File: config.mk
export PLATFORM = sky130hd
export DESIGN_NAME = csx_regs
export DESIGN_NICKNAME = d
export VERILOG_FILES = /design/src/csx_pkg.sv /design/src/csx_sync_if.sv /design/src/csx_sync.sv /design/src/csx_regs.sv
export SDC_FILE = /design/constraint.sdc
export NUM_CORES = 1
export LEC_CHECK = 0
export BUFFER_PORTS_ARGS = -buffer_cell sky130_fd_sc_hd__clkbuf_2
export CORE_MARGIN = 2
export CORE_UTILIZATION = 45
export DETAILED_ROUTE_END_ITERATION = 7
export MAX_ROUTING_LAYER = met4
export PLACE_DENSITY = 0.8
export SETUP_SLACK_MARGIN = 0.05
export SYNTH_ARGS = -nofsm -noshare
export SYNTH_HDL_FRONTEND = slang
export SYNTH_SLANG_ARGS = --single-unit
File: constraint.sdc
create_clock -name ref_clk -period 1.45 [get_ports ref_clk]
set_input_delay 0 -clock ref_clk [delete_from_list [all_inputs] [get_ports ref_clk]]
set_output_delay 0 -clock ref_clk [all_outputs]
set_load 0.01 [all_outputs]
File: src/csx_pkg.sv
// Package of constants and types for the extended control and status registers
`default_nettype none
package csx_pkg;

    // ------------------------------------------------------------
    // Access spaces
    // ------------------------------------------------------------
    typedef enum logic [1:0] {
        CSX_SP_BASE,
        CSX_SP_EXT,
        CSX_SP_CIND
    } csx_space_t;

    // ------------------------------------------------------------
    // Offsets and indices
    // ------------------------------------------------------------
    localparam logic [4:0] CSX_BASE_JOY = 5'h00;
    localparam logic [4:0] CSX_BASE_CMP = 5'h01;
    localparam logic [4:0] CSX_BASE_BPD = 5'h02;
    localparam logic [4:0] CSX_BASE_GST = 5'h07;
    localparam logic [4:0] CSX_EXT_JOY  = 5'h1A;
    localparam logic [4:0] CSX_EXT_CMP  = 5'h1B;
    localparam logic [4:0] CSX_EXT_BPD  = 5'h1C;
    localparam logic [4:0] CSX_EXT_PM   = 5'h1D;
    localparam logic [4:0] CSX_EXT_GST  = 5'h1E;
    localparam logic [4:0] CSX_EXT_RSV  = 5'h1F;
    localparam logic [4:0] CSX_CIND_PM  = 5'h09;

    // ------------------------------------------------------------
    // Field positions and masks
    // ------------------------------------------------------------
    localparam int CSX_JOY_CRYS  = 3;
    localparam int CSX_JOY_CTXEN = 5;
    localparam int CSX_CMP_CLK   = 0;
    localparam int CSX_CMP_DOUT  = 1;
    localparam int CSX_CMP_EN    = 2;
    localparam int CSX_CMP_POL   = 7;
    localparam int CSX_PM_SERIAL = 0;
    localparam int CSX_PM_SYNTH  = 1;
    localparam int CSX_PM_MIX    = 2;
    localparam int CSX_PM_RESET  = 7;
    localparam logic [7:0] CSX_JOY_MASK  = 8'h2B;
    localparam logic [7:0] CSX_JOY_XMASK = 8'h23;
    localparam logic [7:0] CSX_CMP_MASK  = 8'h87;
    localparam logic [7:0] CSX_PM_MASK   = 8'h87;

    // ------------------------------------------------------------
    // Reset values
    // ------------------------------------------------------------
    localparam logic [7:0] CSX_JOY_RST = 8'h01;
    localparam logic [7:0] CSX_CMP_RST = 8'h80;
    localparam logic [7:0] CSX_BPD_RST = 8'h00;
    localparam logic [7:0] CSX_PM_RST  = 8'h00;
    localparam logic [7:0] CSX_GST_RST = 8'h80;

endpackage
`default_nettype wire

File: src/csx_sync_if.sv
// Interface carrying raw pin levels to the synchroniser and synced levels back
`timescale 1ns/1ps
`default_nettype none
interface csx_sync_if #(parameter int W = 3);
    logic [W-1:0] raw;
    logic [W-1:0] sync;
    modport src  (output raw, input  sync);
    modport sink (input  raw, output sync);
endinterface // csx_sync_if
`default_nettype wire

File: src/csx_sync.sv
// Two-flop synchroniser for asynchronous pin inputs
`timescale 1ns/1ps
`default_nettype none
module csx_sync #(
    parameter int W = 3
) (
    // Clock and reset
    input  wire logic ref_clk,
    input  wire logic rstn,
    // Pin levels
    csx_sync_if.sink  sif
);
    typedef struct packed {
        logic [W-1:0] s1;
        logic [W-1:0] s2;
    } csx_sync_st_t;

    csx_sync_st_t q;
    csx_sync_st_t d;

    // First stage feeds only the second stage
    always_comb begin
        d    = q;
        d.s1 = sif.raw;
        d.s2 = q.s1;
    end

    always_ff @(posedge ref_clk) begin
        if (!rstn) begin
            q <= '0;
        end else begin
            q <= d;
        end
    end

    assign sif.sync = q.s2;
endmodule // csx_sync
`default_nettype wire

File: src/csx_regs.sv
// Extended control and status register bank with memory port and status
`timescale 1ns/1ps
`default_nettype none
module csx_regs (
    // Clock and reset
    input  wire logic                ref_clk,
    input  wire logic                rstn,
    // Host register access
    input  wire csx_pkg::csx_space_t host_space,
    input  wire logic [4:0]          host_idx,
    input  wire logic                host_wr,
    input  wire logic                host_rd,
    input  wire logic [7:0]          host_wdata,
    output logic [7:0]               host_rdata,
    output logic                     host_rvalid,
    // Configuration memory pins
    output logic                     scl_o,
    output logic                     scl_oe,
    input  wire logic                sda_i,
    output logic                     sda_o,
    output logic                     sda_oe,
    // Optical drive interrupt pin
    input  wire logic                optical_irq_pin,
    output logic                     optical_irq_active,
    input  wire logic                hwcfg_load,
    input  wire logic                hwcfg_optical_pol,
    // Serial video port
    input  wire logic                serial_video_input,
    // Internal events and levels
    input  wire logic                ctx_switch_event,
    input  wire logic                context_is_codec,
    input  wire logic                vol_button_press,
    input  wire logic                volume_button_irq_enable,
    input  wire logic                bus_error,
    input  wire logic                midi_port_irq_pending,
    input  wire logic                codec_irq_pending,
    input  wire logic                legacy_game_irq_pending,
    // Control outputs
    output logic                     codec_access_block,
    output logic                     crystal_select,
    output logic [1:0]               joystick_rate,
    output logic                     ctrl_irq,
    output logic [7:0]               block_power_down,
    output logic                     serial_ports_power_down,
    output logic                     second_dac_power_down,
    output logic                     analog_mixer_power_down,
    output logic                     bus_reset_drive,
    output logic                     processor_reset
);
    import csx_pkg::*;

    // ------------------------------------------------------------
    // State
    // ------------------------------------------------------------
    typedef struct packed {
        logic [7:0] joy;
        logic       kill;
        logic [7:0] cmp;
        logic [7:0] bpd;
        logic [7:0] pm;
        logic       vol_irq;
        logic       watchdog;
        logic       ctl_irq;
        logic       ctx;
        logic [7:0] rdata;
        logic       rvalid;
        logic       soft_rst;
        logic       proc_rst;
    } csx_state_t;

    localparam csx_state_t CSX_ST_RST = '{
        joy:      CSX_JOY_RST,
        kill:     1'b0,
        cmp:      CSX_CMP_RST,
        bpd:      CSX_BPD_RST,
        pm:       CSX_PM_RST,
        vol_irq:  CSX_GST_RST[1],
        watchdog: CSX_GST_RST[2],
        ctl_irq:  CSX_GST_RST[6],
        ctx:      CSX_GST_RST[7],
        rdata:    8'h00,
        rvalid:   1'b0,
        soft_rst: 1'b0,
        proc_rst: 1'b0
    };

    csx_state_t q;
    csx_state_t d;

    // ------------------------------------------------------------
    // Pin synchronisers
    // ------------------------------------------------------------
    csx_sync_if #(.W(3)) sif ();

    logic sda_s;
    logic opt_s;
    logic video_s;

    assign sif.raw = {serial_video_input, optical_irq_pin, sda_i};
    assign sda_s   = sif.sync[0];
    assign opt_s   = sif.sync[1];
    assign video_s = sif.sync[2];

    csx_sync #(.W(3)) u_sync (
        .ref_clk (ref_clk),
        .rstn    (rstn),
        .sif     (sif.sink)
    );

    // ------------------------------------------------------------
    // Address decode
    // ------------------------------------------------------------
    logic sp_b;
    logic sp_x;
    logic sp_c;
    logic hit_joy_b;
    logic hit_joy_x;
    logic hit_cmp;
    logic hit_bpd;
    logic hit_pm;
    logic hit_gst;
    logic rd_gst;
    logic wr_pm;
    logic [7:0] gstat;

    assign sp_b      = (host_space == CSX_SP_BASE);
    assign sp_x      = (host_space == CSX_SP_EXT);
    assign sp_c      = (host_space == CSX_SP_CIND);
    assign hit_joy_b = sp_b && (host_idx == CSX_BASE_JOY);
    assign hit_joy_x = sp_x && (host_idx == CSX_EXT_JOY);
    assign hit_cmp   = (sp_b && (host_idx == CSX_BASE_CMP))
                    || (sp_x && (host_idx == CSX_EXT_CMP));
    assign hit_bpd   = (sp_b && (host_idx == CSX_BASE_BPD))
                    || (sp_x && (host_idx == CSX_EXT_BPD));
    assign hit_pm    = (sp_c && (host_idx == CSX_CIND_PM))
                    || (sp_x && (host_idx == CSX_EXT_PM));
    assign hit_gst   = (sp_b && (host_idx == CSX_BASE_GST))
                    || (sp_x && (host_idx == CSX_EXT_GST));
    assign rd_gst    = host_rd && hit_gst;
    assign wr_pm     = host_wr && hit_pm;

    // Pending and context view
    assign gstat = {q.ctx,
                    q.ctl_irq,
                    legacy_game_irq_pending,
                    codec_irq_pending,
                    midi_port_irq_pending,
                    q.watchdog,
                    q.vol_irq,
                    video_s};

    // ------------------------------------------------------------
    // Next state
    // ------------------------------------------------------------
    always_comb begin
        logic [7:0] rmux;
        rmux       = 8'h00;
        d          = q;
        d.rvalid   = 1'b0;
        d.soft_rst = 1'b0;
        d.proc_rst = 1'b0;
        d.ctx      = context_is_codec;

        // Writes; status and reserved spaces take none
        if (host_wr && hit_joy_b) begin
            d.joy = host_wdata & CSX_JOY_MASK;
        end
        if (host_wr && hit_joy_x) begin
            d.joy  = (host_wdata & CSX_JOY_XMASK) | (q.joy & ~CSX_JOY_XMASK);
            d.kill = host_wdata[CSX_JOY_CRYS];
        end
        if (host_wr && hit_cmp) begin
            d.cmp = host_wdata & CSX_CMP_MASK;
        end else if (hwcfg_load) begin
            d.cmp[CSX_CMP_POL] = hwcfg_optical_pol;
        end
        if (host_wr && hit_bpd) begin
            d.bpd = host_wdata;
        end
        if (wr_pm) begin
            d.pm = host_wdata & CSX_PM_MASK;
            if (q.pm[CSX_PM_RESET] && !host_wdata[CSX_PM_RESET]) begin
                d.soft_rst = 1'b1;
            end
        end

        // Reads; unmapped and reserved read as zero
        if (hit_joy_b) begin
            rmux = q.joy;
        end else if (hit_joy_x) begin
            rmux = {q.joy[7:4], q.kill, q.joy[2:0]};
        end else if (hit_cmp) begin
            rmux = {q.cmp[7:3], sda_s, q.cmp[1:0]};
        end else if (hit_bpd) begin
            rmux = q.bpd;
        end else if (hit_pm) begin
            rmux = q.pm;
        end else if (hit_gst) begin
            rmux = gstat;
        end
        if (host_rd) begin
            d.rdata  = rmux;
            d.rvalid = 1'b1;
        end

        // Clear on read first, so a same-cycle event wins
        if (rd_gst) begin
            d.vol_irq = 1'b0;
            d.ctl_irq = 1'b0;
        end
        if (vol_button_press && volume_button_irq_enable) begin
            d.vol_irq = 1'b1;
        end
        if (ctx_switch_event && q.joy[CSX_JOY_CTXEN]) begin
            d.ctl_irq = 1'b1;
        end
        if (bus_error) begin
            d.watchdog = 1'b1;
            d.proc_rst = 1'b1;
        end
    end

    // Soft reset returns everything, itself included, to power-up values
    always_ff @(posedge ref_clk) begin
        if (!rstn || q.soft_rst) begin
            q <= CSX_ST_RST;
        end else begin
            q <= d;
        end
    end

    // ------------------------------------------------------------
    // Outputs
    // ------------------------------------------------------------
    assign host_rdata         = q.rdata;
    assign host_rvalid        = q.rvalid;
    assign scl_oe             = q.cmp[CSX_CMP_EN];
    assign scl_o              = q.cmp[CSX_CMP_CLK];
    assign sda_o              = 1'b0;
    assign sda_oe             = q.cmp[CSX_CMP_EN] && !q.cmp[CSX_CMP_DOUT];
    assign optical_irq_active = (opt_s == q.cmp[CSX_CMP_POL]);
    assign codec_access_block = q.kill;
    assign crystal_select     = q.joy[CSX_JOY_CRYS];
    assign joystick_rate      = q.joy[1:0];
    assign ctrl_irq           = q.ctl_irq;
    assign block_power_down   = q.bpd;
    assign serial_ports_power_down = q.pm[CSX_PM_SERIAL];
    assign second_dac_power_down   = q.pm[CSX_PM_SYNTH];
    assign analog_mixer_power_down = q.pm[CSX_PM_MIX];
    assign bus_reset_drive    = q.soft_rst;
    assign processor_reset    = q.proc_rst;

    logic ok;
    assign ok = !bus_reset_drive;
endmodule // csx_regs
`default_nettype wire

## Word-level counts from Yosys, hierarchy flattened

Cells that the tools add are included.

- Bits in registers: 46
- Word-level logic and storage cells: 81

- Equality and inequality tests: 12
- Reduce and logical (&&, ||, !) cells: 35
- Bitwise operators: 2
- Muxes and demuxes: 16

Operators with widths:

| operator | count |
|---|---|
| 8-bit 2-to-1 mux | 7 |
| 5-bit == test, second input constant | 5 |
| 1-bit logical AND | 20 |
| 9-bit 2-to-1 mux | 1 |
| 1-bit 2-to-1 mux | 8 |
| 6-bit by 8-bit bitwise OR with 8-bit output | 1 |
| 2-bit nonzero test | 4 |
| 5-bit by 1-bit == test with 1-bit output, second input constant | 1 |
| 5-bit by 2-bit == test with 1-bit output, second input constant | 1 |
| 5-bit by 3-bit == test with 1-bit output, second input constant | 1 |
| 5-bit by 4-bit == test with 1-bit output, second input constant | 1 |
| 5-bit zero test | 1 |
| 1-bit logical OR | 5 |
| 1-bit zero test | 3 |
| 2-bit by 1-bit == test with 1-bit output, second input constant | 1 |
| 2-bit == test, second input constant | 1 |
| 2-bit zero test | 1 |
| 2-bit OR reduction | 1 |
| 1-bit == test | 1 |
| 1-bit NOT | 1 |

## Depth between registers and ports, before layout

Gate-level depths: netlist of the first run.

- Depth in word-level cells: 9
- Depth in mapped cells: 6
- Mapped depth without buffers: 4

## Cells and area by module

From an unflattened synthesis of the first run, not the netlist that was laid out.

- Cell total of the unflattened synthesis: 232
- Area, all modules: 2015.7 um^2

By module, submodules not included:

| module | cells an instance | area each (um^2) | seq. area each (um^2) | times used |
|---|---|---|---|---|
| csx_regs | 220 | 1858.0 | 720.7 | 1 |
| csx_sync | 12 | 157.7 | 120.1 | 1 |

## Worst setup path after synthesis of the first run

OpenSTA, ideal clock, no wires.

- Path kind: input to register
- From: in host_idx[2]
- To: reg q (netlist bit analog_mixer_power_down)
- Slack: 0.087 ns
- Data arrival time: 1.235 ns
- Stages: 5
- Cells stage by stage: buf_2 or4b_4 a211oi_4 mux2i_1 nor2_1

- Cells in the longest elaborated chain, start to end: 4
- Elaborated cells between the ends (all ways): 6
- Those cells by class: eq/ne: 2; reduce/logical: 4

RTL lines:

| what | line | source |
|---|---|---|
| from (decl) | csx_regs.sv:10 | `input wire logic [4:0] host_idx,` |
| 5-bit by 4-bit == test with 1-bit output / 5-bit == test (equally long branches) | csx_regs.sv:135, csx_regs.sv:136 |  |
| 1-bit logical AND (on tied branches) | csx_regs.sv:135, csx_regs.sv:136 |  |
| 1-bit logical OR (*) | csx_regs.sv:136 | `\|\| (sp_x && (host_idx == CSX_EXT_PM));` |
| 1-bit logical AND (*) | csx_regs.sv:140 | `assign wr_pm = host_wr && hit_pm;` |
| to (signal assigned) | csx_regs.sv:226 | `q <= CSX_ST_RST;` |
| to (signal assigned) | csx_regs.sv:228 | `q <= d;` |
| to (decl) | csx_regs.sv:87 | `csx_state_t q;` |

Mark *: on every way between the ends. The rest lies on a longest branch, timed or not.
A chain may end at the register's enable or synchronous reset.

## Final worst setup path of the first run

- From: in host_idx[4]
- To: reg q (netlist bit analog_mixer_power_down)

Same word-level chain as after synthesis.

==> results.yml, run 1 <==
route:
  drt-total-wl_mm: 4.98
  drc: 0
  postRouteAntennaNets: 0
  via_per_inst: 5.32
  route.vias.total: 1836
  first_pass_iters: 4
  drt_iter0_drc: 131
  drt-wirelength-per-cell_um: 14.4
floorplanning:
  dieArea_mm2: 0.00498
  std_cell_rows: 24
  die_h_um: 70.6
  io-pin-count: 64
  start_util: 0.461
  die_w_um: 70.6
  coreArea_mm2: 0.00432
logic_synthesis:
  synth_seq_cells: 42
  syn_avg_cell_area_um2: 9.07
  synth_edf_count: 0
  synthMostInstantiatedCell: "dfxtp_1"
  yosysTopAreaCellShare: 0.422
  synth_commonest_cells: "dfxtp_1, buf_4, a21oi_1"
  netlist_area_mm2: 0.00199
  syn_nets: 252
  netlist_instances: 220
  yosys.area.top_type: "dfxtp_1"
  ys_top_cells_by_area: "dfxtp_1, buf_4, mux2i_1"
  synth.distinct_cells: 44
  ys_seq_area_frac: 0.422
  synthArstFlopShare: 0
  yosys_warnings: 0
  synth_flop_cell: "dfxtp_1"
clock_tree:
  cts_buffers: 5
  cts_sinks: 42
  cts_buffer_depth: 2
  cts_resized: 0
  clkTransAtPathRegs_ns: 0.07
  clkLatencyLatePin_ns: 0.29
  tritoncts: "yes"
  htreeDepth: 2
  cts_root_buf: "clkbuf_8"
sta:
  maxSlewViolCount: 0
  max_freq_mhz: 836
  rsz0062_at_grt: "no"
  period_minus_slack_ns: 1.20
  clock_skew_ns: 0.00450
  period_share: 0.825
  hold_violations: 0
  setup_viol: 0
  hold_ws_ns: 0.00787
pwr:
  power.internal_mw: 1.70
  p_comb_frac: 0.123
  swShare: 0.238
  report.power.total_mw: 2.23
  p_sw_uw: 532
  total_leakage_power_nw: 1.10
  p_per_area_mw_per_mm2: 870
  peakVddDrop_mv: 0.508
  clockPowerShare: 0.342
  sequentialPowerShare: 0.535
cells_and_area:
  diodes: 0
  multiInputGateArea_um2: 958
  fin_cells: 345
  drive_gt1_frac: 0.321
  post-route-cell-area_mm2: 0.00257
  area_growth_pct: 28.7
  nNetsFinal: 324
  final_core_util: 0.594
  fillers: 389
  regArea_um2: 841
global_routing:
  met1_usage: 0.278
  grt_pass1_wl_mm: 8.36
  grt_max_degree: 27
  grt-busiest-layer: "met2"
  grt_pass1_vias: 1825
  use_met2: 0.351
  use_met3: 0.0513
  grt.total_usage: 0.218
  antenna_found_initial: 0
  gr-total-overflow: 0
run:
  maxCapViolations: 0
worst_setup_path:
  r2r_start: "bus_reset_drive"
  worst_setup_path_end_kind: "flip-flop"
  cp.arrival_ns: 1.37
  worstSetupPathType: "in2reg"
  rrSetupSlack_ns: 0.35
  start_kind: "input port"
  r2r_end: "host_rdata[7]"
  critPathLaunch: "host_idx[4]"
  rr_worst_depth: 4
  cp.required_ns: 1.63
  path_max_fanout: 5
  critPathCapture: "analog_mixer_power_down"
placed_design:
  dp.final_hpwl_mm: 3.77
  place_area_mm2: 0.00231
  dp_cells: 320
  port_buffers: 62
  place.gp.congestion: 0.872
status:
  status: "complete, no violations"
min_path:
  hp-class: "in2reg"
critical path: stages:
cell,delay (ns)
clkbuf_2,0.11
or4b_4,0.58
a211oi_4,0.38
mux2i_1,0.24
nor2_1,0.06
through the flow:
step,setup TNS [ns],setup WS (ns)
after floorplan,0,0.0871
after global placement,-0.00583,-0.00456
after detailed placement,-0.174,-0.0495
after CTS,0,0.253
after global routing,0,0.204
final,0,0.254
power groups by stage:
stage	Combinational, mW	Sequential [mW]	Clock [mW]
2_1_floorplan	0.130	1.22	0
3_3_place_gp	0.232	1.22	0
3_5_place_dp	0.237	1.22	0
4_1_cts	0.274	1.19	0.780
5_1_grt	0.298	1.20	0.835
6_report	0.274	1.20	0.765
layer usage:
layer / vias to the layer above / part of all wire
li1: 917 / -
met1: 856 / 0.45
met2: 57 / 0.47
met3: 6 / 0.057
met4: 0 / 0.016
met5: - / 0
registers in the layout, summed over array words and instances (netlist names):
| signal | flops |
|---|---|
| joystick_rate | 2 |
| bus_reset_drive | 1 |
| gstat | 3 |
| second_dac_power_down | 1 |
| scl_o | 1 |
| u_sync.d | 3 |
| serial_ports_power_down | 1 |
| processor_reset | 1 |
| block_power_down | 8 |
| host_rdata | 8 |
| crystal_select | 1 |
| analog_mixer_power_down | 1 |
| q | 4 |
| host_rvalid | 1 |
| u_sync.sif.sync | 3 |
| codec_access_block | 1 |
| scl_oe | 1 |
| ctrl_irq | 1 |
layout make-up:
class	instances	area share
multi-input cells	146	0.373
flip-flops and latches	42	0.327
repair buffers	96	0.237
clock buffers	7	0.0336
well taps	52	0.0253
clock inverters	1	0.00195
inverters	1	0.00146
logic make-up after synthesis:
kind of cell,count (synthesis),share of synthesized area
xor gates and xnor gates,1,0.00439
and+or+nand+nor,71,0.201
buffers and inverters,32,0.0979
muxes,12,0.0602
AOI/OAI and AO/OA,61,0.213
DFF,42,0.422
other,1,0.00188
timing repair:
item,in CTS,in global routing
hold endpoints to repair,22,0
hold buffers,17,0
setup buffers,0,0
cells in the final DEF (no fill, tap or decap), types with 8 or more instances in the layout:
master	instances
dfxtp_1	42
mux2i_1	12
dlygate4sd3_1	17
o21ai_0	14
and2_1	8
nand3_1	13
a21oi_1	15
nand2_1	12
buf_4	17
clkbuf_2	62
nor2_1	14
worst min path at each step:
stage,slack [ns],depth (start not counted),endpoint,from
final,0.008,3,host_rdata[4],codec_irq_pending
after global routing,0.007,3,block_power_down[7],host_wdata[7]
after floorplan,0.10,1,gstat[7],context_is_codec
after detailed placement,0.19,2,gstat[7],context_is_codec
after global placement,0.19,2,gstat[7],context_is_codec
after CTS,0.006,3,host_rdata[4],codec_irq_pending
Power figures use the tool's default switching activity.
==> run 2: changes to the inputs <==
Settings changed: CORE_UTILIZATION 45 to 50, PLACE_DENSITY 0.8 to 0.84.
Clock period 1.45 ns to 1.23 ns, I/O delays scaled along.
==> run 2 against run 1 <==
Effect of this change:
- register-to-register slack worse by 0.19 ns
- utilization up 15 points
- first-iteration DRC count down 33%
- sequential power up 18%
- largest power group unchanged
- via count up 4.8%
- critical endpoint unchanged
- final area up 7.8%
==> results.yml, run 2 (synthesis results as in run 1) <==
status:
  status: "complete, no violations"
worst_setup_path:
  r2r_end: "host_rdata[7]"
  start_kind: "input port"
  slowest_delay_ns: 0.56
  worstSetupPathType: "in2reg"
  rr_worst_depth: 4
  path_max_fanout: 5
  slowest_stage: "or4b_4"
  cp.required_ns: 1.42
  worst_setup_path_end_kind: "flip-flop"
  crit_cells: 5
  cp.arrival_ns: 1.37
  crit_chain: "buf_8, or4b_4, a211oi_4, mux2i_1, nor2_1"
  path_delay_family: "simple AND/OR/NAND/NOR gates"
  rrSetupSlack_ns: 0.16
  path_buf_inv: 1
  critPathLaunch: "host_idx[2]"
  r2r_start: "bus_reset_drive"
cells_and_area:
  final_common_cell: "clkbuf_2"
  post-route-cell-area_mm2: 0.00277
  diodes: 0
  area_growth_pct: 38.8
  drive_gt1_frac: 0.357
  nNetsFinal: 339
  fillers: 271
  final_cell_mix: "clkbuf_2, dfxtp_1, buf_4, dlygate4sd3_1, a21oi_1"
floorplanning:
  start_util: 0.533
  dieArea_mm2: 0.00451
  io-pin-count: 64
  std_cell_rows: 22
  die_h_um: 67.2
  die_w_um: 67.2
  coreArea_mm2: 0.00374
sta:
  period_minus_slack_ns: 1.18
  period_share: 0.957
  setup_viol: 0
  rsz0062_at_grt: "yes"
  hold_ws_ns: 0.0165
  max_freq_mhz: 849
  maxSlewViolCount: 0
  hold_violations: 0
  clock_skew_ns: 0.00604
global_routing:
  antenna_found_initial: 0
  grt_max_degree: 20
  grt.total_usage: 0.245
  gr-total-overflow: 0
  grt_pass1_wl_mm: 8.17
  grt_pass1_vias: 1752
route:
  drt-wirelength-per-cell_um: 14.6
  route.vias.total: 1925
  postRouteAntennaNets: 0
  drt_iter0_drc: 88
  via_per_inst: 5.41
  drc: 0
  first_pass_iters: 4
  drt-total-wl_mm: 5.21
clock_tree:
  cts_buffers: 5
  clkLatencyLatePin_ns: 0.29
  clkTransAtPathRegs_ns: 0.08
  htreeDepth: 2
  cts_sinks: 42
  cts_root_buf: "clkbuf_8"
  cts_buffer_depth: 2
  tritoncts: "yes"
placed_design:
  place_area_mm2: 0.00241
  dp.final_hpwl_mm: 3.73
  place.gp.congestion: 0.850
  port_buffers: 62
min_path:
  whs_endpoint: "joystick_rate[0]"
  hp-class: "in2reg"
  min_path_cells: 3
  hp-start: "host_wdata[0]"
pwr:
  total_leakage_power_nw: 1.20
  peakVddDrop_mv: 0.984
  p_per_area_mw_per_mm2: 1110
run:
  maxCapViolations: 0
## run 2: cell types whose count changed in the layout (fill, tap and decap cells not counted), sizes merged
cell | before | now
dlygate4sd3 | 17 | 19
clkbuf | 69 | 65
buf | 17 | 32
bufinv | 0 | 2
## run 2: worst max path at each step
stage                                          to  slack (ns)
after floorplan           analog_mixer_power_down        -0.1
final                     analog_mixer_power_down        0.05
after CTS                 analog_mixer_power_down        0.09
after global placement    analog_mixer_power_down       -0.19
after global routing      analog_mixer_power_down      0.0002
after detailed placement  analog_mixer_power_down       -0.23
## run 2: cell type report
class                   count  area (µm²)  area share
clock inverters             3        68.8      0.0249
flip-flops and latches     42         841       0.304
clock buffers               5        68.8      0.0249
repair buffers            111         754       0.273
multi-input cells         146         971       0.351
inverters                   1        3.75     0.00136
well taps                  48        60.1      0.0217
## run 2: worst min-delay path: stages
cell and delay (ns):
clkbuf_2 0.14, mux2i_1 0.08, nand2_1 0.06
## run 2: repair_timing
item	CTS	global route
hold buffers	19	0
setup endpoints to repair	0	18
buffers inserted	0	1
resized for setup	0	7
hold endpoints to repair	26	0
## run 2: through the flow
stage          instances  setup WS [ns]  utilization  total power [mW]  TNS (ns)
2_1_floorplan        220        -0.0964            -              1.59    -0.386
3_3_place_gp         328         -0.190        0.644              1.74     -3.14
3_5_place_dp         328         -0.232        0.644              1.74     -4.25
4_1_cts              355         0.0909        0.731              3.08         0
5_1_grt              356       0.000184        0.739              3.19         0
6_report             356         0.0527        0.739              3.08         0
## run 2: where the power goes
| part | internal [mW] | switching (mW) |
|---|---|---|
| logic | 0.193 | 0.173 |
| clock network | 0.813 | 0.492 |
| registers | 1.39 | 0.0156 |
| total | 2.40 | 0.680 |
## run 2: layer usage
metal	global-route usage	share of wire	routed length, µm
met1	0.314	0.46	2410
met5	-	0	0
met2	0.394	0.47	2450
met4	0.0663	0.0044	23
met3	0.0533	0.061	320
==> run 3: changes to the inputs <==
Settings changed: CORE_MARGIN 2 to 5.
==> run 3 against run 2 <==
Effect of this change:
- the flow now finishes with violations (negative hold slack)
- clock-buffer cell count did not move
- register-to-register slack worse by 0.08 ns
- critical path depth decreased by 1
- via count rose by 0.52%
- final area is 0.32% higher
- clock skew fell by 0.00087 ns
- critical endpoint is now host_rdata[7]
- largest power group unchanged
- highest routed layer unchanged
==> results.yml, run 3 (synthesis results as in run 1) <==
pwr:
  p_per_area_mw_per_mm2: 1040
  report.power.total_mw: 2.88
  peakVddDrop_mv: 0.648
  total_leakage_power_nw: 1.20
sta:
  finalWorstSetupSlack_ns: 0.0814
  hold_ws_ns: -0.00366
  clock_skew_ns: 0.00517
  fin_tns_setup_ns: 0
  setup_viol: 0
  hold_violations: 1
  period_minus_slack_ns: 1.15
  rsz0062_at_grt: "yes"
  period_share: 0.934
  maxSlewViolCount: 0
  max_freq_mhz: 871
clock_tree:
  tritoncts: "yes"
  cts_root_buf: "clkbuf_8"
  cts_buffers: 5
  cts_sinks: 42
  htreeDepth: 2
  clkTransAtPathRegs_ns: 0.08
  cts_buffer_depth: 2
  clkLatencyLatePin_ns: 0.30
global_routing:
  antenna_found_initial: 0
  grt_max_degree: 20
  grt.total_usage: 0.222
  gr-total-overflow: 0
  grt_pass1_vias: 1830
  grt_pass1_wl_mm: 8.82
floorplanning:
  io-pin-count: 64
  dieArea_mm2: 0.00535
  start_util: 0.506
  die_w_um: 73.2
  coreArea_mm2: 0.00394
  std_cell_rows: 23
  die_h_um: 73.2
min_path:
  whs_endpoint: "host_rdata[4]"
  hp-class: "in2reg"
  hp-start: "codec_irq_pending"
  min_path_cells: 3
status:
  violations: "negative hold slack"
  status: "finished, violations left"
cells_and_area:
  post-route-cell-area_mm2: 0.00278
  fin_cells: 358
  final_common_cell: "clkbuf_2"
  nNetsFinal: 339
  diodes: 0
  final_cell_mix: "clkbuf_2, dfxtp_1, buf_4, dlygate4sd3_1, a21oi_1"
  drive_gt1_frac: 0.360
  final_core_util: 0.704
  area_growth_pct: 39.2
route:
  drt-wirelength-per-cell_um: 15.8
  drc: 0
  postRouteAntennaNets: 0
  route.vias.total: 1935
  via_per_inst: 5.41
  drt_iter0_drc: 146
  first_pass_iters: 4
  drt-total-wl_mm: 5.66
worst_setup_path:
  slowest_stage: "dfxtp_1"
  r2r_end: "host_rdata[7]"
  slowest_delay_ns: 0.33
  path_delay_family: "simple AND/OR/NAND/NOR gates"
  rrSetupSlack_ns: 0.08
  worst_setup_path_end_kind: "flip-flop"
  crit_chain: "nor2b_1, and2_1, nand2_1, o32ai_1"
  rr_worst_depth: 4
  r2r_start: "bus_reset_drive"
  start_kind: "flip-flop"
  worstSetupPathType: "reg2reg"
  path_max_fanout: 3
  path_buf_inv: 0
  cp.arrival_ns: 1.35
  cp.required_ns: 1.43
placed_design:
  place_area_mm2: 0.00242
  place.gp.congestion: 0.839
  pre_cts_ws_ns: -0.296
  dp_cells: 329
  port_buffers: 62
  dp.final_hpwl_mm: 4.02
run:
  maxCapViolations: 0
==> run 3: cell types whose count changed in the layout (fill, tap and decap cells not counted), sizes merged <==
cell / previous run / this run
dlygate4sd3: 19 / 20
buf: 32 / 29
clkbuf: 65 / 67
bufinv: 2 / 1
inv: 1 / 2
==> run 3: area by class of cell <==
class,instances,area (µm²)
clock buffer,5,68.8
sequential,42,841
inverter,1,3.75
timing repair buffer,111,776
multi-input combinational,146,981
tap,50,62.6
clock inverter,3,43.8
fill,298,1170
==> run 3: worst register-to-register path: stages, from the launching register on <==
cell and delay, ns:
dfxtp_1 0.33, nor2b_1 0.16, and2_1 0.16, nand2_1 0.08, o32ai_1 0.31
==> run 3: where the power goes <==
part           internal (mW)  switching [mW]  total, mW  leakage (nW)
Sequential              1.39          0.0158       1.41         0.342
Clock                  0.608           0.499       1.11        0.0585
Combinational          0.193           0.177      0.369         0.795
==> run 3: how the worst max path moves through the flow <==
stage	cells past startpoint	start	endpoint
2_1_floorplan	5	host_idx[2]	analog_mixer_power_down
3_3_place_gp	5	host_idx[4]	q[22]
3_5_place_dp	5	host_idx[4]	second_dac_power_down
4_1_cts	5	host_space[0]	second_dac_power_down
5_1_grt	4	bus_reset_drive	host_rdata[7]
6_report	4	bus_reset_drive	host_rdata[7]
==> run 3: what timing repair did <==
item / CTS / global route
cloned: 0 / 0
gates resized for setup: 4 / 3
setup buffers: 0 / 1
pin swaps: 3 / 4
endpoints found under the hold margin: 25 / 0
endpoints found under the setup margin: 5 / 20
hold buffers: 20 / 0
==> run 3: metal layers <==
metal	global-route usage	wire length, µm	up-vias
li1	-	-	952
met1	0.286	2400	904
met2	0.336	2720	73
met3	0.0537	457	6
met4	0.0799	84	0
met5	-	0	-
